==> src/include/auth_ctl_pkg.sv <==
// Package: constants and carrier types for the cipher authentication control
`default_nettype none
package auth_ctl_pkg;
    localparam int KEY_BITS     = 48;
    localparam int KEY_FIFO_BYTES = 12;
    localparam int NVM_ARG_BYTES  = 2;
    localparam int NVM_ADDR_BITS  = 9;
    localparam int PASS_COUNT   = 3;
    localparam logic [47:0] KEY_RESET = 48'h000000000000;

    // Commands the host can start
    typedef enum logic [2:0] {
        CMD_NONE,
        CMD_KEY_NVM,
        CMD_KEY_FIFO,
        CMD_AUTH1,
        CMD_AUTH2
    } cmd_t;

    // Command request from the host side
    typedef struct packed {
        logic start;
        cmd_t cmd;
    } cmd_req_t;

    // Exchange with the card transceiver engine
    typedef struct packed {
        logic       start;
        logic       pass2;
        logic [47:0] key;
    } xcv_req_t;

    // Status returned to the host
    typedef struct packed {
        logic done;
        logic key_format_error_flag;
        logic auth_error;
        logic cipher_active_bit;
    } status_t;
endpackage : auth_ctl_pkg
`default_nettype wire

==> src/hw/key_buffer.sv <==
// Key buffer: holds the 48-bit cipher key, registered read data
`default_nettype none
module key_buffer #(
    parameter int WIDTH = auth_ctl_pkg::KEY_BITS
) (
    input  wire logic             clk,
    input  wire logic             rst_b,
    input  wire logic             wr_en,
    input  wire logic [WIDTH-1:0] wr_data,
    output logic      [WIDTH-1:0] rd_data
);
    typedef struct packed {
        logic [WIDTH-1:0] mem;
        logic [WIDTH-1:0] rd;
    } kb_state_t;

    kb_state_t s_q;
    kb_state_t s_d;

    // Only the cipher key length is served
    if (WIDTH != auth_ctl_pkg::KEY_BITS) begin : g_bad_width
        $error("key buffer width must match cipher key length");
    end

    // Contents change only on a key-load write
    always_comb begin
        s_d = s_q;
        if (wr_en) begin
            s_d.mem = wr_data;
        end
        s_d.rd = s_d.mem; // Write-through: new key readable one edge on
    end

    always_ff @(posedge clk or negedge rst_b) begin
        if (!rst_b) begin
            s_q <= '0;
        end else begin
            s_q <= s_d;
        end
    end

    assign rd_data = s_q.rd;
endmodule : key_buffer
`default_nettype wire

==> src/hw/stream_cipher_auth_control.sv <==
// Authentication sequencer and key loading for the stream cipher unit
`default_nettype none
module stream_cipher_auth_control (
    input  wire logic                    clk,
    input  wire logic                    rst_b,
    input  wire auth_ctl_pkg::cmd_req_t  cmd_req,
    input  wire logic                    host_clear_cipher,
    input  wire logic                    fifo_valid,
    input  wire logic [7:0]              fifo_data,
    output logic                         fifo_pop,
    output logic                         nvm_rd,
    output logic [8:0]                   nvm_addr,
    input  wire logic                    nvm_valid,
    input  wire logic [7:0]              nvm_data,
    output auth_ctl_pkg::xcv_req_t       xcv_req,
    input  wire logic                    xcv_done,
    input  wire logic                    xcv_ok,
    output logic                         cipher_init,
    output logic                         encrypt_en,
    output auth_ctl_pkg::status_t        status
);
    typedef enum logic [2:0] {
        ST_IDLE, ST_ARGS, ST_NVM_RD, ST_KEY_FIFO, ST_CHECK, ST_AUTH
    } state_t;

    typedef struct packed {
        state_t         st;
        auth_ctl_pkg::cmd_t cmd;
        logic [3:0]     cnt;
        logic [95:0]    raw;
        logic [8:0]     addr;
        logic           auth1_ok;
        logic           kb_wr;
        logic [47:0]    kb_data;
        logic           fifo_pop;
        logic           nvm_rd;
        auth_ctl_pkg::xcv_req_t xcv;
        logic           init;
        auth_ctl_pkg::status_t stat;
    } ctl_state_t;

    ctl_state_t s_q;
    ctl_state_t s_d;
    logic [47:0] key_rd;

    // Stored key byte k is followed by its bitwise complement
    function automatic logic fmt_ok(input logic [95:0] r);
        logic ok;
        ok = 1'b1;
        for (int i = 0; i < 6; i++) begin
            if (r[i*16 +: 8] != ~r[i*16+8 +: 8]) begin
                ok = 1'b0;
            end
        end
        return ok;
    endfunction : fmt_ok

    function automatic logic [47:0] fmt_key(input logic [95:0] r);
        logic [47:0] k;
        k = '0;
        for (int i = 0; i < 6; i++) begin
            k[i*8 +: 8] = r[i*16 +: 8];
        end
        return k;
    endfunction : fmt_key

    // Key storage lives in its own module; auth still registers key copies in kb_data and xcv.key
    key_buffer #(
        .WIDTH   (auth_ctl_pkg::KEY_BITS)
    ) u_key_buffer (
        .clk     (clk),
        .rst_b   (rst_b),
        // Written from the next state, so a command taken right after
        // done already reads the new key rather than the old one
        .wr_en   (s_d.kb_wr),
        .wr_data (s_d.kb_data),
        .rd_data (key_rd)
    );

    ////////////////////////////////////////////////////////////////////////
    // Command sequencer
    always_comb begin
        s_d = s_q;
        s_d.kb_wr = 1'b0;
        s_d.fifo_pop = 1'b0;
        s_d.nvm_rd = 1'b0;
        s_d.xcv.start = 1'b0;
        s_d.init = 1'b0;
        s_d.stat.done = 1'b0;
        unique case (s_q.st)
            ST_IDLE: begin
                if (cmd_req.start) begin
                    s_d.cmd = cmd_req.cmd;
                    s_d.cnt = '0;
                    // A command other than second auth breaks the pairing
                    if (cmd_req.cmd != auth_ctl_pkg::CMD_AUTH2) begin
                        s_d.auth1_ok = 1'b0;
                    end
                    unique case (cmd_req.cmd)
                        auth_ctl_pkg::CMD_KEY_NVM:  s_d.st = ST_ARGS;
                        auth_ctl_pkg::CMD_KEY_FIFO: begin
                            s_d.st = ST_KEY_FIFO;
                            s_d.stat.key_format_error_flag = 1'b0;
                        end
                        auth_ctl_pkg::CMD_AUTH1, auth_ctl_pkg::CMD_AUTH2: begin
                            // Key always from buffer, no selector
                            s_d.xcv.key = key_rd;
                            s_d.xcv.pass2 =
                                (cmd_req.cmd == auth_ctl_pkg::CMD_AUTH2);
                            s_d.xcv.start = 1'b1;
                            s_d.init =
                                (cmd_req.cmd == auth_ctl_pkg::CMD_AUTH1);
                            s_d.stat.auth_error = 1'b0;
                            s_d.st = ST_AUTH;
                        end
                        default: s_d.stat.done = 1'b1;
                    endcase
                end
            end
            ST_ARGS: begin
                // Wait for both start-address bytes in the FIFO
                if (fifo_valid && !s_q.fifo_pop) begin
                    s_d.fifo_pop = 1'b1;
                    s_d.addr = {s_q.addr[0], fifo_data};
                    s_d.cnt = s_q.cnt + 4'h1;
                    if (s_q.cnt == 4'(auth_ctl_pkg::NVM_ARG_BYTES - 1)) begin
                        s_d.cnt = '0;
                        s_d.stat.key_format_error_flag = 1'b0;
                        s_d.nvm_rd = 1'b1;
                        s_d.st = ST_NVM_RD;
                    end
                end
            end
            ST_NVM_RD: begin
                if (nvm_valid) begin
                    s_d.raw = {nvm_data, s_q.raw[95:8]};
                    s_d.addr = s_q.addr + 9'h001;
                    s_d.cnt = s_q.cnt + 4'h1;
                    if (s_q.cnt == 4'(auth_ctl_pkg::KEY_FIFO_BYTES - 1)) begin
                        s_d.st = ST_CHECK;
                    end else begin
                        s_d.nvm_rd = 1'b1;
                    end
                end
            end
            ST_KEY_FIFO: begin
                // Twelve FIFO bytes form the key
                if (fifo_valid && !s_q.fifo_pop) begin
                    s_d.fifo_pop = 1'b1;
                    s_d.raw = {fifo_data, s_q.raw[95:8]};
                    s_d.cnt = s_q.cnt + 4'h1;
                    if (s_q.cnt == 4'(auth_ctl_pkg::KEY_FIFO_BYTES - 1)) begin
                        s_d.st = ST_CHECK;
                    end
                end
            end
            ST_CHECK: begin
                // Bad format still writes (undefined) key and flags it
                s_d.kb_wr = 1'b1;
                s_d.kb_data = fmt_key(s_q.raw);
                if (!fmt_ok(s_q.raw)) begin
                    s_d.stat.key_format_error_flag = 1'b1;
                end
                s_d.stat.done = 1'b1;
                s_d.st = ST_IDLE;
            end
            ST_AUTH: begin
                if (xcv_done) begin
                    s_d.stat.done = 1'b1;
                    s_d.stat.auth_error = !xcv_ok;
                    if (s_q.cmd == auth_ctl_pkg::CMD_AUTH1) begin
                        s_d.auth1_ok = xcv_ok;
                    end else begin
                        // Success needs a good first pass just before
                        s_d.stat.cipher_active_bit = xcv_ok && s_q.auth1_ok;
                        s_d.stat.auth_error = !(xcv_ok && s_q.auth1_ok);
                        s_d.auth1_ok = 1'b0;
                    end
                    s_d.st = ST_IDLE;
                end
            end
            default: s_d.st = ST_IDLE;
        endcase
        // Host may clear but never set; hardware set wins
        if (host_clear_cipher && !(s_q.st == ST_AUTH && xcv_done &&
            s_q.cmd == auth_ctl_pkg::CMD_AUTH2 && xcv_ok && s_q.auth1_ok)) begin
            s_d.stat.cipher_active_bit = 1'b0;
        end
    end

    always_ff @(posedge clk or negedge rst_b) begin
        if (!rst_b) begin
            s_q <= '0;
        end else begin
            s_q <= s_d;
        end
    end

    ////////////////////////////////////////////////////////////////////////
    // Outputs straight from state
    assign fifo_pop    = s_q.fifo_pop;
    assign nvm_rd      = s_q.nvm_rd;
    assign nvm_addr    = s_q.addr;
    assign xcv_req     = s_q.xcv;
    assign cipher_init = s_q.init;
    assign encrypt_en  = s_q.stat.cipher_active_bit;
    assign status      = s_q.stat;

    ////////////////////////////////////////////////////////////////////////
    // Checks
    property p_init_first;
        @(posedge clk) disable iff (!rst_b)
        (s_q.xcv.start && !s_q.xcv.pass2) |-> cipher_init;
    endproperty
    a_init_first: assert property (p_init_first)
        else $error("first auth did not initialise cipher");

    property p_no_set_idle;
        @(posedge clk) disable iff (!rst_b)
        $rose(status.cipher_active_bit) |->
            ($past(s_q.st) == ST_AUTH &&
             $past(s_q.cmd) == auth_ctl_pkg::CMD_AUTH2);
    endproperty
    a_no_set_idle: assert property (p_no_set_idle)
        else $error("cipher active set outside second auth");

    property p_key_hold;
        @(posedge clk) disable iff (!rst_b)
        (s_q.st == ST_AUTH) |=> $stable(key_rd);
    endproperty
    a_key_hold: assert property (p_key_hold)
        else $error("key changed during authentication");

    property p_enc;
        @(posedge clk) disable iff (!rst_b)
        $rose(encrypt_en) |->
            ($past(xcv_done) && $past(xcv_ok) && $past(s_q.auth1_ok));
    endproperty
    a_enc: assert property (p_enc)
        else $error("encryption started without a good second auth");

    property p_fail_clears;
        @(posedge clk) disable iff (!rst_b)
        (s_q.st == ST_AUTH && xcv_done && !xcv_ok &&
         s_q.cmd == auth_ctl_pkg::CMD_AUTH2) |=> !encrypt_en;
    endproperty
    a_fail_clears: assert property (p_fail_clears)
        else $error("failed second auth left cipher active");

    property p_host_clear;
        @(posedge clk) disable iff (!rst_b)
        (host_clear_cipher && s_q.st != ST_AUTH) |=>
            !status.cipher_active_bit;
    endproperty
    a_host_clear: assert property (p_host_clear)
        else $error("host clear did not drop cipher active");

    // Pop then wait keeps the FIFO head settled between takes
    property p_pop_spacing;
        @(posedge clk) disable iff (!rst_b)
        fifo_pop |=> !fifo_pop;
    endproperty
    a_pop_spacing: assert property (p_pop_spacing)
        else $error("fifo popped on back-to-back cycles");

    property p_key_write;
        @(posedge clk) disable iff (!rst_b)
        s_q.kb_wr |-> key_rd == s_q.kb_data;
    endproperty
    a_key_write: assert property (p_key_write)
        else $error("loaded key not visible in key buffer");

    property p_key_only_load;
        @(posedge clk) disable iff (!rst_b)
        $changed(key_rd) |-> s_q.kb_wr;
    endproperty
    a_key_only_load: assert property (p_key_only_load)
        else $error("key buffer changed without a key load");
endmodule : stream_cipher_auth_control
`default_nettype wire

==> config.mk <==
export PLATFORM = sky130hd
export DESIGN_NAME = stream_cipher_auth_control
export DESIGN_NICKNAME = d
export VERILOG_FILES = /design/src/include/auth_ctl_pkg.sv /design/src/hw/key_buffer.sv /design/src/hw/stream_cipher_auth_control.sv
export SDC_FILE = /design/constraint.sdc
export NUM_CORES = 1
export LEC_CHECK = 0
export BUFFER_PORTS_ARGS = -buffer_cell sky130_fd_sc_hd__buf_4
export CAP_MARGIN = 20
export CORE_MARGIN = 1.5
export CORE_UTILIZATION = 55
export DETAILED_ROUTE_END_ITERATION = 10
export GPL_ROUTABILITY_DRIVEN = 0
export HOLD_SLACK_MARGIN = 0.15
export PLACE_DENSITY = 0.75
export SLEW_MARGIN = 20
export SYNTH_ARGS = -nofsm -noshare
export SYNTH_HDL_FRONTEND = slang
export SYNTH_SLANG_ARGS = --single-unit
==> constraint.sdc <==
create_clock -name clk -period 3.45 [get_ports clk]
set_clock_uncertainty 0.1 [all_clocks]
set_input_delay 0.5175 -clock clk [delete_from_list [all_inputs] [get_ports clk]]
set_output_delay 0.5175 -clock clk [all_outputs]
set_load 0.03 [all_outputs]
==> out/results.tsv <==
metric	value	unit
number of buffers inserted during clock tree synthesis	23	
Clock Pin Slew Worst Setup and Hold Paths	0.06	ns
area growth from synthesis to layout	12.2	%
Post-Syn Instances	846	
most common library cell in the layout ignoring fill and taps	sky130_fd_sc_hd__dfrtp_1	
area share of the largest cell type after synthesis	55.4	%
post-synthesis sequential area ratio	55.4	%
DP Wirelength	12400	um
mean instance size in the synthesized netlist	11.8	um^2
number of warnings reported in the yosys synthesis log	0	
Distinct cells, synth	61	
Final Util	62.6	%
Placeable Area	17900	um^2
Max clock buf depth	3	
kind of start point of the critical path	flip-flop	
via density per instance	5.35	
CTS sink count	221	
starting density of the core	55.8	%
xor and xnor area share after synthesis	4.30	%
number of H-tree branching levels	1	
cells taking the most area after synthesis	sky130_fd_sc_hd__dfrtp_1 55%, sky130_fd_sc_hd__mux2_2 9.5%, sky130_fd_sc_hd__nand2_1 6.3%	
DRT Pass-1 Iters	4	
post-route standard cell area excluding fillers	11200	um^2
Die X	138	um
post-route minimum period	2.63	ns
total of fill cells in the finished design	1407	
hold slack	0.176	ns
total I/O pin count	94	
critical path launch point	s_q[219]$_DFFE_PN0P_	
combinational family with the most area after synthesis	multiplexers	
Max Slew Vio Count	0	
height of the die	138	um
worst-case setup margin in the final layout	0.823	ns
Fmax	381	MHz
Slowest Stage Delay on Critical Path	0.60	ns
highest-delay cell along the critical path	sky130_fd_sc_hd__dfrtp_1	
Post-synth EDFFs	0	
Layout Nets	913	
full die area	19000	um^2
synthesized-area fraction occupied by and/or/nand/nor cells	11.7	%
max-capacitance violation count	0	
final period utilization	76.1	%
Post-CTS Repair Setup Buffers	0	
count of antenna-violating nets left after detailed routing	0	
antenna violations before repair	0	
peak fanout along the critical path	32	
number of antenna diodes	0	
overflow left after global routing	0	
portion of netlist area occupied by mux cells	16.6	%
setup TNS	0	ns
flip-flop cell with the highest count after synthesis	sky130_fd_sc_hd__dfrtp_1	
worst setup path class	reg -> reg	
first-pass GRT wire length	30400	um
number of cell instances on the worst register-to-register path	5	
power density over the cells	1010	nW/um^2
DRC violations left	0	
Slew HR	41.8	%
cell at the root of the clock tree	sky130_fd_sc_hd__clkbuf_16	
worst-skew pair later-pin latency	0.51	ns
cells traversed along the worst timing path	nor3_4, nand2_2, nor2_4, buf_12, mux2_2	
Total Routed Length	18600	um
Setup Viol. Count Final	0	
Reg-to-Reg End	xcv_req[14]$_DFFE_PN0P_	
Worst setup EP type	flip-flop	
Area after DPL	10400	um^2
via count	6018	
worst setup slack before clock tree synthesis	0.841	ns
layout cells sized above 1	27.0	%
capturing element of the worst setup path	xcv_req[14]$_DFFE_PN0P_	
class of the tightest hold or removal check	in -> reg	
number of global-route vias before repair	5862	
commonest cells after routing, fill and taps aside	221 x sky130_fd_sc_hd__dfrtp_1, 168 x sky130_fd_sc_hd__nand2_1, 101 x sky130_fd_sc_hd__buf_4	
nets in the synthesized netlist	876	
first-iteration detailed-routing DRC count	348	
CP Data Arrival Time	2.91	ns
post-detailed-route wirelength per cell	16.5	um
input/output buffers	93	
Critical Path RT	3.73	ns
VDD IR max	0.514	mV
largest net degree at the start of global routing	116	
setup repair after global routing missed its margin	no	
Hold Vio Cnt, Final	0	
clock tree from TritonCTS	done	
outcome	completed	
leakage power	0.00525	uW
# rows	49	
R2R Setup Slk	0.82	ns
FF-to-FF Start	s_q[219]$_DFFE_PN0P_	
largest area contributor in the netlist	sky130_fd_sc_hd__dfrtp_1	
register bit count reported by yosys	221	
Worst-Margin Slew	0.873	ns
Compound-Gate Fraction of Synth Area	4.39	%
FFs w/ async S/R, synth	100	%
synthesized area	9980	um^2
total routing resource utilization after global routing	20.4	%
post-synthesis adder-cell area fraction	0.376	%
-- cells in the mapped netlist, types with 2 or more instances --
master                      instances
sky130_fd_sc_hd__dfrtp_1          221
sky130_fd_sc_hd__nand2_1          168
sky130_fd_sc_hd__mux2_2            84
sky130_fd_sc_hd__buf_4             66
sky130_fd_sc_hd__mux2_1            53
sky130_fd_sc_hd__xnor2_1           26
sky130_fd_sc_hd__xor2_1            23
sky130_fd_sc_hd__nor2_1            21
sky130_fd_sc_hd__a21oi_1           19
sky130_fd_sc_hd__nand3_1           15
sky130_fd_sc_hd__buf_2             14
sky130_fd_sc_hd__o21ai_0           13
sky130_fd_sc_hd__mux2i_1           11
sky130_fd_sc_hd__buf_6             10
sky130_fd_sc_hd__nand2b_1           9
sky130_fd_sc_hd__nor4_1             8
sky130_fd_sc_hd__and3_1             7
sky130_fd_sc_hd__clkbuf_1           6
sky130_fd_sc_hd__nand4_1            6
sky130_fd_sc_hd__nand3b_1           4
sky130_fd_sc_hd__nor3_1             4
sky130_fd_sc_hd__a2bb2oi_1          3
sky130_fd_sc_hd__a31oi_1            3
sky130_fd_sc_hd__ha_1               3
sky130_fd_sc_hd__inv_1              3
sky130_fd_sc_hd__nor2b_1            3
sky130_fd_sc_hd__a211oi_2           2
sky130_fd_sc_hd__a21boi_1           2
sky130_fd_sc_hd__a22oi_1            2
sky130_fd_sc_hd__inv_4              2
sky130_fd_sc_hd__nand2_2            2
sky130_fd_sc_hd__nor2_2             2
sky130_fd_sc_hd__o22ai_1            2
sky130_fd_sc_hd__o31ai_1            2
-- how the worst min path moves through the flow --
stage          depth (start not counted)  slack [ns]                               end                        startpoint
6_report                               3        0.18              s_q[218]$_DFFE_PN0P_                        cmd_req[2]
5_1_grt                                2        0.18              s_q[106]$_DFFE_PN0P_                            xcv_ok
4_1_cts                                3        0.16              s_q[218]$_DFFE_PN0P_                        cmd_req[2]
3_5_place_dp                           2        0.36  u_key_buffer.s_q[90]$_DFFE_PN0P_  u_key_buffer.s_q[90]$_DFFE_PN0P_
3_3_place_gp                           2        0.36  u_key_buffer.s_q[48]$_DFFE_PN0P_  u_key_buffer.s_q[48]$_DFFE_PN0P_
2_1_floorplan                          0        0.12             cipher_init$_DFF_PN0_                             rst_b
-- logic make-up (layout without fill, tap and decap cells) --
| family | count (synthesis) | after routing |
|---|---|---|
| and+or+nand+nor | 259 | 259 |
| DFF | 221 | 221 |
| muxes | 148 | 148 |
| buffers and inverters | 102 | 152 |
| AOI/OAI and AO/OA | 64 | 64 |
| xor gates and xnor gates | 49 | 49 |
| adders and majority gates | 3 | 3 |
-- through the flow --
| stage | instances | power (uW) |
|---|---|---|
| detailed placement | 1084 | 8920 |
| finish | 1125 | 11300 |
| CTS | 1125 | 11400 |
| global route | 1125 | 12000 |
| global placement | 1084 | 8800 |
| floorplan | 846 | 8020 |
-- metal layers --
layer / wire (um) / track usage [%] / vias to the layer above
li1: - / - / 2895
met1: 8880 / 30.5 / 2982
met2: 8650 / 31.2 / 111
met3: 556 / 2.65 / 30
met4: 470 / 6.08 / 0
met5: 0 / 0 / -
-- what timing repair did --
action | in CTS | in global routing
hold buffers | 3 | 0
resized for setup | 0 | 0
hold endpoints to repair | 112 | 0
-- layout make-up --
| type | instances | area, um^2 | area share [%] |
|---|---|---|---|
| clock inverter | 5 | 53.8 | 0.480 |
| multi-input combinational | 523 | 3740 | 33.4 |
| tap | 229 | 287 | 2.56 |
| clock buffer | 33 | 683 | 6.10 |
| inverter | 5 | 23.8 | 0.212 |
| sequential | 221 | 5530 | 49.4 |
| timing repair buffer | 109 | 883 | 7.88 |
-- worst max-delay path: cells and delay by family (launching register included) --
kind,cells,cell delay [ns]
AND/OR/NAND/NOR,3,1.13
flip-flops,1,0.60
multiplexers,1,0.35
buffers and inverters,1,0.30
-- registers in the layout, indices dropped and copies added (netlist names) --
name / count
cipher_init: 1
encrypt_en: 1
fifo_pop: 1
nvm_addr: 9
nvm_rd: 1
s_q: 107
status: 3
u_key_buffer.s_q: 48
xcv_req: 50
-- power by group --
part	internal, uW	total (uW)	switching (uW)	leakage, uW
registers	3760	4800	1040	0.00272
clock network	1440	2400	960	0.000368
logic	1920	4090	2170	0.00216
total	7120	11300	4170	0.00525
No activity file was read; power rests on OpenSTA's default activity.
